## src/core/acr_pkg.sv

```systemverilog
// Constants shared by the reference, filter and excitation configuration registers.
// ----------------------------------------------------------------------------
// ----------------------------------------------------------------------------
package acr_pkg;
  // ----------------------------------------------------------------------------
  // Register map
  // ----------------------------------------------------------------------------
  localparam logic [1:0] REF_FILT_EXC_OFS = 2'h2;
  localparam logic [1:0] ROUTE_READY_OFS = 2'h3;
  localparam logic [7:0] REF_FILT_EXC_RST = 8'h00;
  localparam logic [7:0] ROUTE_READY_RST = 8'h00;
  // Field positions.
  localparam int REF_SEL_LSB = 6;
  localparam int FILT_LSB = 4;
  localparam int SWITCH_BIT = 3;
  localparam int MAG_LSB = 0;
  localparam int FIRST_ROUTE_LSB = 5;
  localparam int SECOND_ROUTE_LSB = 2;
  localparam int READY_MODE_BIT = 1;
  localparam int RESERVED_BIT = 0;
  // ----------------------------------------------------------------------------
  // Encodings
  // ----------------------------------------------------------------------------
  localparam logic [1:0] REF_INTERNAL = 2'h0;
  localparam logic [1:0] REF_DEDICATED = 2'h1;
  localparam logic [1:0] REF_SHARED = 2'h2;
  localparam logic [1:0] REF_SUPPLY = 2'h3;
  localparam logic [1:0] FILT_NONE = 2'h0;
  localparam logic [1:0] FILT_BOTH = 2'h1;
  localparam logic [1:0] FILT_50 = 2'h2;
  localparam logic [1:0] FILT_60 = 2'h3;
  localparam logic [1:0] MODE_NORMAL = 2'h0;
  localparam logic [1:0] MODE_DUTY = 2'h1;
  localparam logic [2:0] RATE_SLOWEST = 3'h0;
  // One-hot routing destinations: inputs 0..3, positive and negative dedicated reference.
  localparam int ROUTE_W = 6;
  localparam int CURRENT_W = 11;
  localparam logic [10:0] UA_OFF = 11'h000;
  localparam logic [10:0] UA_10 = 11'h00a;
  localparam logic [10:0] UA_50 = 11'h032;
  localparam logic [10:0] UA_100 = 11'h064;
  localparam logic [10:0] UA_250 = 11'h0fa;
  localparam logic [10:0] UA_500 = 11'h1f4;
  localparam logic [10:0] UA_1000 = 11'h3e8;
  localparam logic [10:0] UA_1500 = 11'h5dc;
  // Shared pin driver states.
  typedef enum logic [1:0] {
    PIN_IDLE = 2'b00,
    PIN_STATUS = 2'b01,
    PIN_DATA = 2'b10
  } acr_pin_e;
endpackage

```

## src/core/acr_ready_if.sv

```systemverilog
// Ready signalling between the register bank and the shared pin driver.
`timescale 1ns/1ns
`default_nettype none
interface acr_ready_if;
  logic ready_signal_mode;
  logic data_avail;
  logic shift_active;
  logic shift_bit;
  modport ctrl (output ready_signal_mode, output data_avail, output shift_active, output shift_bit);
  modport drv (input ready_signal_mode, input data_avail, input shift_active, input shift_bit);
endinterface
`default_nettype wire

```

## src/core/acr_config_regs.sv

```systemverilog
// Configuration registers for reference, rejection filter, excitation sources and ready signalling.
`timescale 1ns/1ns
`default_nettype none
module acr_config_regs (
  input wire logic clk_i,
  input wire logic sys_rst_i,
  input wire logic [1:0] reg_addr_i,
  input wire logic reg_wr_i,
  input wire logic [7:0] reg_wdata_i,
  input wire logic reg_rd_i,
  output logic [7:0] reg_rdata_o,
  output logic reg_rdata_valid_o,
  input wire logic [1:0] op_mode_i,
  input wire logic [2:0] rate_code_i,
  input wire logic converting_i,
  input wire logic data_avail_i,
  input wire logic shift_active_i,
  input wire logic shift_bit_i,
  input wire logic chip_select_n_i,
  output logic internal_ref_en_o,
  output logic dedicated_ref_en_o,
  output logic shared_ref_en_o,
  output logic supply_ref_en_o,
  output logic reject_50_o,
  output logic reject_60_o,
  output logic low_side_switch_enable_o,
  output logic [2:0] excitation_magnitude_o,
  output logic [10:0] excitation_current_ua_o,
  output logic [5:0] first_excitation_source_o,
  output logic [5:0] second_excitation_source_o,
  output logic shared_output_ready_pin_o,
  output logic shared_output_ready_pin_oe_o,
  output logic dedicated_ready_pin_n_o
);
  // ----------------------------------------------------------------------------
  // Helpers
  // ----------------------------------------------------------------------------
  // Code 111 routes nowhere so an unused setting can never connect a source to a pin.
  function automatic logic [5:0] route_onehot(input logic [2:0] code);
    logic [5:0] r;
    r = 6'h00;
    case (code)
      3'h1: r = 6'h01;
      3'h2: r = 6'h02;
      3'h3: r = 6'h04;
      3'h4: r = 6'h08;
      3'h5: r = 6'h10;
      3'h6: r = 6'h20;
      default: r = 6'h00;
    endcase
    return r;
  endfunction

  function automatic logic [10:0] current_ua(input logic [2:0] code);
    logic [10:0] c;
    c = acr_pkg::UA_OFF;
    case (code)
      3'h1: c = acr_pkg::UA_10;
      3'h2: c = acr_pkg::UA_50;
      3'h3: c = acr_pkg::UA_100;
      3'h4: c = acr_pkg::UA_250;
      3'h5: c = acr_pkg::UA_500;
      3'h6: c = acr_pkg::UA_1000;
      3'h7: c = acr_pkg::UA_1500;
      default: c = acr_pkg::UA_OFF;
    endcase
    return c;
  endfunction

  // Only the two implemented offsets take a write; strobes to any other index fall away.
  function automatic logic write_hit(input logic wr, input logic [1:0] addr, input logic [1:0] ofs);
    return wr && (addr == ofs);
  endfunction

  // ----------------------------------------------------------------------------
  // Register storage
  // ----------------------------------------------------------------------------
  logic [7:0] reference_filter_excitation_config;
  logic [7:0] excitation_routing_ready_config;
  logic [7:0] next_ref_cfg;
  logic [7:0] next_route_cfg;
  logic [7:0] next_rdata;
  logic next_rvalid;
  always_comb begin
    next_ref_cfg = reference_filter_excitation_config;
    next_route_cfg = excitation_routing_ready_config;
    next_rdata = reg_rdata_o;
    next_rvalid = 1'b0;
    if (write_hit(reg_wr_i, reg_addr_i, acr_pkg::REF_FILT_EXC_OFS)) begin
      next_ref_cfg = reg_wdata_i;
    end
    if (write_hit(reg_wr_i, reg_addr_i, acr_pkg::ROUTE_READY_OFS)) begin
      next_route_cfg = reg_wdata_i;
      // A stray one in the reserved bit is dropped so it can never read back.
      next_route_cfg[acr_pkg::RESERVED_BIT] = 1'b0;
    end
    // A read in the same cycle as a write to that offset returns the old contents.
    if (reg_rd_i) begin
      next_rvalid = 1'b1;
      case (reg_addr_i)
        acr_pkg::REF_FILT_EXC_OFS: next_rdata = reference_filter_excitation_config;
        acr_pkg::ROUTE_READY_OFS: next_rdata = excitation_routing_ready_config;
        default: next_rdata = 8'h00;
      endcase
    end
  end
  always_ff @(posedge clk_i or posedge sys_rst_i) begin
    if (sys_rst_i) begin
      reference_filter_excitation_config <= acr_pkg::REF_FILT_EXC_RST;
      excitation_routing_ready_config <= acr_pkg::ROUTE_READY_RST;
      reg_rdata_o <= 8'h00;
      reg_rdata_valid_o <= 1'b0;
    end else begin
      reference_filter_excitation_config <= next_ref_cfg;
      excitation_routing_ready_config <= next_route_cfg;
      reg_rdata_o <= next_rdata;
      reg_rdata_valid_o <= next_rvalid;
    end
  end

  // ----------------------------------------------------------------------------
  // Field decode
  // ----------------------------------------------------------------------------
  logic [1:0] ref_sel;
  logic [1:0] filt_sel;
  logic [2:0] mag_sel;
  logic [2:0] first_route;
  logic [2:0] second_route;
  logic filter_applies;
  always_comb begin
    ref_sel = reference_filter_excitation_config[acr_pkg::REF_SEL_LSB +: 2];
    filt_sel = reference_filter_excitation_config[acr_pkg::FILT_LSB +: 2];
    mag_sel = reference_filter_excitation_config[acr_pkg::MAG_LSB +: 3];
    first_route = excitation_routing_ready_config[acr_pkg::FIRST_ROUTE_LSB +: 3];
    second_route = excitation_routing_ready_config[acr_pkg::SECOND_ROUTE_LSB +: 3];
    // Turbo mode and every faster rate leave both rejection outputs cleared, whatever the field holds.
    filter_applies = (rate_code_i == acr_pkg::RATE_SLOWEST) &&
                     (op_mode_i == acr_pkg::MODE_NORMAL || op_mode_i == acr_pkg::MODE_DUTY);
  end

  // ----------------------------------------------------------------------------
  // Registered analog controls
  // ----------------------------------------------------------------------------
  logic [3:0] next_ref_en;
  logic [1:0] next_reject;
  logic next_switch;
  logic [10:0] next_current;
  logic [5:0] next_first;
  logic [5:0] next_second;
  always_comb begin
    next_ref_en = 4'h0;
    case (ref_sel)
      acr_pkg::REF_INTERNAL: next_ref_en = 4'h1;
      acr_pkg::REF_DEDICATED: next_ref_en = 4'h2;
      acr_pkg::REF_SHARED: next_ref_en = 4'h4;
      acr_pkg::REF_SUPPLY: next_ref_en = 4'h8;
      default: next_ref_en = 4'h1;
    endcase
    next_reject = 2'h0;
    if (filter_applies) begin
      case (filt_sel)
        acr_pkg::FILT_NONE: next_reject = 2'h0;
        acr_pkg::FILT_BOTH: next_reject = 2'h3;
        acr_pkg::FILT_50: next_reject = 2'h1;
        acr_pkg::FILT_60: next_reject = 2'h2;
        default: next_reject = 2'h0;
      endcase
    end
    // Power-down is read from the converter state, so the switch opens without software.
    next_switch = reference_filter_excitation_config[acr_pkg::SWITCH_BIT] & converting_i;
    next_current = current_ua(mag_sel);
    next_first = route_onehot(first_route);
    next_second = route_onehot(second_route);
  end
  always_ff @(posedge clk_i or posedge sys_rst_i) begin
    if (sys_rst_i) begin
      internal_ref_en_o <= 1'b1;
      dedicated_ref_en_o <= 1'b0;
      shared_ref_en_o <= 1'b0;
      supply_ref_en_o <= 1'b0;
      reject_50_o <= 1'b0;
      reject_60_o <= 1'b0;
      low_side_switch_enable_o <= 1'b0;
      excitation_magnitude_o <= 3'h0;
      excitation_current_ua_o <= acr_pkg::UA_OFF;
      first_excitation_source_o <= 6'h00;
      second_excitation_source_o <= 6'h00;
    end else begin
      internal_ref_en_o <= next_ref_en[0];
      dedicated_ref_en_o <= next_ref_en[1];
      shared_ref_en_o <= next_ref_en[2];
      supply_ref_en_o <= next_ref_en[3];
      reject_50_o <= next_reject[0];
      reject_60_o <= next_reject[1];
      low_side_switch_enable_o <= next_switch;
      excitation_magnitude_o <= mag_sel;
      excitation_current_ua_o <= next_current;
      first_excitation_source_o <= next_first;
      second_excitation_source_o <= next_second;
    end
  end

  // ----------------------------------------------------------------------------
  // Ready signalling
  // ----------------------------------------------------------------------------
  acr_ready_if rdy ();
  assign rdy.ready_signal_mode = excitation_routing_ready_config[acr_pkg::READY_MODE_BIT];
  assign rdy.data_avail = data_avail_i;
  assign rdy.shift_active = shift_active_i;
  assign rdy.shift_bit = shift_bit_i;

  // Chip select crosses in from the pin through two flops, so the shared pin answers three clocks after it moves.
  acr_pin_driver u_pin_driver (
    .clk_i(clk_i),
    .sys_rst_i(sys_rst_i),
    .chip_select_n_i(chip_select_n_i),
    .rdy(rdy.drv),
    .shared_output_ready_pin_o(shared_output_ready_pin_o),
    .shared_output_ready_pin_oe_o(shared_output_ready_pin_oe_o),
    .dedicated_ready_pin_n_o(dedicated_ready_pin_n_o)
  );
endmodule
`default_nettype wire

```

## src/core/acr_pin_driver.sv

```systemverilog
// Driver for the dedicated ready pin and the shared data-output/ready pin.
`timescale 1ns/1ns
`default_nettype none
module acr_pin_driver (
  input wire logic clk_i,
  input wire logic sys_rst_i,
  input wire logic chip_select_n_i,
  acr_ready_if.drv rdy,
  output logic shared_output_ready_pin_o,
  output logic shared_output_ready_pin_oe_o,
  output logic dedicated_ready_pin_n_o
);
  // ----------------------------------------------------------------------------
  // Chip select synchroniser
  // ----------------------------------------------------------------------------
  logic cs_meta;
  logic cs_sync;
  always_ff @(posedge clk_i or posedge sys_rst_i) begin
    if (sys_rst_i) begin
      cs_meta <= 1'b1;
      cs_sync <= 1'b1;
    end else begin
      cs_meta <= chip_select_n_i;
      cs_sync <= cs_meta;
    end
  end
  // ----------------------------------------------------------------------------
  // Pin state
  // ----------------------------------------------------------------------------
  acr_pkg::acr_pin_e state;
  acr_pkg::acr_pin_e next_state;
  logic next_out;
  logic next_oe;
  logic next_ready_n;
  always_comb begin
    next_state = state;
    next_out = 1'b1;
    next_oe = 1'b0;
    next_ready_n = ~rdy.data_avail;
    case (state)
      acr_pkg::PIN_IDLE: begin
        if (!cs_sync) begin
          next_state = rdy.ready_signal_mode ? acr_pkg::PIN_STATUS : acr_pkg::PIN_DATA;
        end
      end
      acr_pkg::PIN_STATUS: begin
        if (rdy.shift_active) begin
          next_state = acr_pkg::PIN_DATA;
        end
      end
      acr_pkg::PIN_DATA: begin
      end
      default: begin
        next_state = acr_pkg::PIN_IDLE;
      end
    endcase
    if (cs_sync) begin
      next_state = acr_pkg::PIN_IDLE;
    end
    if (next_state == acr_pkg::PIN_STATUS) begin
      next_out = ~rdy.data_avail;
      next_oe = 1'b1;
    end else if (next_state == acr_pkg::PIN_DATA) begin
      next_out = rdy.shift_bit;
      next_oe = 1'b1;
    end
  end
  always_ff @(posedge clk_i or posedge sys_rst_i) begin
    if (sys_rst_i) begin
      state <= acr_pkg::PIN_IDLE;
      shared_output_ready_pin_o <= 1'b1;
      shared_output_ready_pin_oe_o <= 1'b0;
      dedicated_ready_pin_n_o <= 1'b1;
    end else begin
      state <= next_state;
      shared_output_ready_pin_o <= next_out;
      shared_output_ready_pin_oe_o <= next_oe;
      dedicated_ready_pin_n_o <= next_ready_n;
    end
  end
endmodule
`default_nettype wire

```

## config.mk

```make
export PLATFORM = sky130hd
export DESIGN_NAME = acr_config_regs
export DESIGN_NICKNAME = d
export VERILOG_FILES = /design/src/core/acr_pkg.sv /design/src/core/acr_ready_if.sv /design/src/core/acr_config_regs.sv /design/src/core/acr_pin_driver.sv
export SDC_FILE = /design/constraint.sdc
export NUM_CORES = 1
export LEC_CHECK = 0
export ABC_AREA = 1
export BUFFER_PORTS_ARGS = -buffer_cell sky130_fd_sc_hd__buf_2
export CORE_UTILIZATION = 50
export DETAILED_ROUTE_END_ITERATION = 6
export PLACE_DENSITY = 0.77
export SYNTH_ARGS = -nofsm -noshare
export SYNTH_HDL_FRONTEND = slang
export SYNTH_SLANG_ARGS = --single-unit
```

## constraint.sdc

```tcl
create_clock -name clk_i -period 1.8 [get_ports clk_i]
set_input_delay 0.09 -clock clk_i [delete_from_list [all_inputs] [get_ports clk_i]]
set_output_delay 0.09 -clock clk_i [all_outputs]
set_load 0.02 [all_outputs]
```

==> flow_metrics.env <==
export IMPL_run_status="completed"
export IMPL_path_max_fanout=3
export IMPL_maximum_single_stage_delay_on_the_critical_path_ns=0.41
export IMPL_critical_path_slowest_cell="dfrtp_1"
export IMPL_timing_setup_tns_ns=0
export IMPL_post_cts_buffers=0
export IMPL_cts_bufs_inserted=9
export IMPL_grt_pass1_vias=1743
export IMPL_postSynthCellCount=239
export IMPL_number_of_port_buffers=66
export IMPL_place_detailed_hpwl_um=3120
export IMPL_die_width_um=71.6
export IMPL_final_net_count=353
export IMPL_numClockSinks=63
export IMPL_number_of_buffers_inserted_by_hold_repair_at_cts=13
export IMPL_average_footprint_of_a_synthesized_cell_um2=10.1
export IMPL_finalInstanceArea_mm2=0.00309
export IMPL_yosys_register_bits=63
export IMPL_reported_max_cap_violation_count=0
export IMPL_route_detailed_vias_per_inst=4.78
export IMPL_final_period_utilization=0.703
export IMPL_worst_skew_pair_late_latency_ns=0.33
export IMPL_finish_cell_count_without_fillers=381
export IMPL_post_synth_instance_area_mm2=0.00242
export IMPL_finalMaxSlewViolations=0
export IMPL_detail_route_wirelength_um=4530
export IMPL_grt_pass1_wl_um=7670
export IMPL_syn2layout_area_growth_pct=27.7
export IMPL_drt_pass1_iter_count=4
export IMPL_timing_fmax_ghz=0.790
export IMPL_route_antenna_remaining_nets=0
export IMPL_initial_utilization=0.537
export IMPL_tritoncts="yes"
export IMPL_height_of_the_chip_um=71.6
export IMPL_hold_ws_ns=0.0148
export IMPL_synth_area_top_cells="dfrtp_1 (60%), nand2_1 (11%), dfstp_2 (5.4%)"
export IMPL_clock_tree_htree_level_count=3
export IMPL_peakVddDrop_v=0.000747
export IMPL_power_density_mw_per_mm2=1130
export IMPL_core_rowCount=24
export IMPL_grt_remaining_overflow=0
export IMPL_ioPinCount=69
export IMPL_cp_top_family="flip-flops"
export IMPL_hold_viol=0
export IMPL_critical_path_cell_chain="a21oi_1 -> nand3_1 -> inv_1 -> ha_1 -> inv_1 -> nor3_1 -> a21oi_1"
export IMPL_power_leakage_nw=1.76
export IMPL_period_needed_ns=1.27
export IMPL_critPathBufInv=2
export IMPL_core_area_mm2=0.00450
export IMPL_cts_root_to_sink_buffers=2
export IMPL_cts_reportedPaths_clkPinSlew_ns=0.06
export IMPL_first_iter_violations=99
export IMPL_rsz_0062_raised_after_global_routing="false"
export IMPL_clk_root_buffer_cell="clkbuf_8"
export IMPL_min_setup_slack_post_route_ns=0.535
export IMPL_dr_total_vias=1821
export IMPL_final_setup_viol_count=0
export IMPL_number_of_antenna_violations_at_the_first_check_in_global_routing=0
export IMPL_wl_per_cell_um=11.9
export IMPL_synthesis_warnings=0
export IMPL_timing_worst_setup_path_type="flop to flop"
export IMPL_diodes=0
export IMPL_place_worst_setup_slack_ns=0.553
export IMPL_critPathArrivalTime_ns=1.52
export IMPL_timing_critical_path_to_type="flop"
export IMPL_timing_clock_skew_ns=0.0102
export IMPL_placed_cells_incl_taps=352
export IMPL_die_footprint_mm2=0.00512
export IMPL_required_ns=2.06
export IMPL_gr_usage_all_layers=0.202
export IMPL_cts_resized_gates=0
export IMPL_p_total_mw=3.48
export IMPL_detail_route_drc_violations=0
export IMPL_worstHoldPathType="input pin to flop"
export IMPL_end_of_flow_core_utilization=0.686
export IMPL_critPathLaunchType="flop"
export IMPL_placer_congestion_estimate=0.794
export IMPL_cell_type_contributing_the_most_total_cell_area_after_synthesis="dfrtp_1"
export IMPL_share_of_the_synthesized_area_in_the_top_cell_type=0.600
export IMPL_post_route_cells_drive_above_1_share=0.295
export IMPL_seq_area_frac_synth=0.654
export IMPL_mappedNetlistNets=268
export IMPL_postPlaceCellArea_mm2=0.00279
export IMPL_pin_count_of_the_biggest_net_entering_global_routing=28
export IMPL_post_synth_num_cell_types=22
[placed cells by master (no fill, tap or decap), types with 4 or more instances in the layout]
cell	netlist	layout
nor2_1	9	9
buf_2	1	66
inv_1	27	26
ha_1	5	5
nand3_1	18	18
dlygate4sd3_1	0	13
dfstp_2	5	5
dfrtp_1	58	58
clkinv_2	0	4
o21ai_0	8	8
nand2_1	74	74
clkbuf_8	0	11
nor3_1	15	15
[routing by layer]
metal / track usage / share of wire / vias up
li1: - / - / 920
met3: 0.0563 / 0.056 / 10
met4: 0.105 / 0.023 / 0
met1: 0.251 / 0.44 / 833
met2: 0.325 / 0.48 / 58
met5: 0 / 0 / -
[final cells by class]
type	instances	area (µm²)
inverter	30	115
fill	368	1410
clock inverter	4	20.0
clock buffer	12	155
sequential	63	1580
tap	52	65.1
timing repair buffer	81	488
multi-input combinational	139	664
[registers in the layout, indices dropped and copies added (netlist names), 2 cells and up]
name	cells
reg_rdata_o	8
excitation_routing_ready_config	7
excitation_current_ua_o	10
first_excitation_source_o	6
u_pin_driver.state	2
reference_filter_excitation_config	8
excitation_magnitude_o	3
second_excitation_source_o	6
[report_power, final]
group | switching [mW] | internal, mW | leakage (nW)
Clock | 0.500 | 0.565 | 0.0959
Combinational | 0.441 | 0.234 | 0.864
Sequential | 0.119 | 1.62 | 0.801
[path summary, 6_finish.rpt]
path | depth (start not counted) | from | to | slack, ns
setup / recovery | 7 | u_pin_driver.state[0] | u_pin_driver.shared_output_ready_pin_o | 0.53
hold / removal | 4 | rate_code_i[0] | reject_50_o | 0.01
setup reg to reg | 7 | u_pin_driver.state[0] | u_pin_driver.shared_output_ready_pin_o | 0.53
hold reg to reg | 0 | u_pin_driver.cs_meta | u_pin_driver.cs_sync | 0.36
max in group asynchronous | 4 | sys_rst_i | internal_ref_en_o | 0.83
min in group asynchronous | 3 | sys_rst_i | excitation_current_ua_o[5] | 0.31
[synthesized netlist by cell type, drive strengths merged]
cell type  number
nor2           10
a21oi           3
o21ai          11
dfstp           5
inv            29
clkinv          1
conb            1
clkbuf          1
nor3           15
dfrtp          58
nand3          19
nand2          75
ha              5
buf             6
[worst reg2reg max path: stages, from the launching register on]
cell,delay (ns)
dfrtp_1,0.41
a21oi_1,0.19
nand3_1,0.12
inv_1,0.10
ha_1,0.15
inv_1,0.04
nor3_1,0.14
a21oi_1,0.07
[logic make-up (layout without fill, tap and decap cells)]
| kind of cell | count (synthesis) | in the layout | synth area share |
|---|---|---|---|
| buffers and inverters | 37 | 127 | 0.0713 |
| other | 1 | 1 | 0.00155 |
| DFF | 63 | 63 | 0.654 |
| adders and majority gates | 5 | 5 | 0.0259 |
| and+or+nand+nor | 119 | 119 | 0.214 |
| AOI/OAI and AO/OA | 14 | 14 | 0.0336 |
Note: power is estimated with default switching activity, not from simulation.
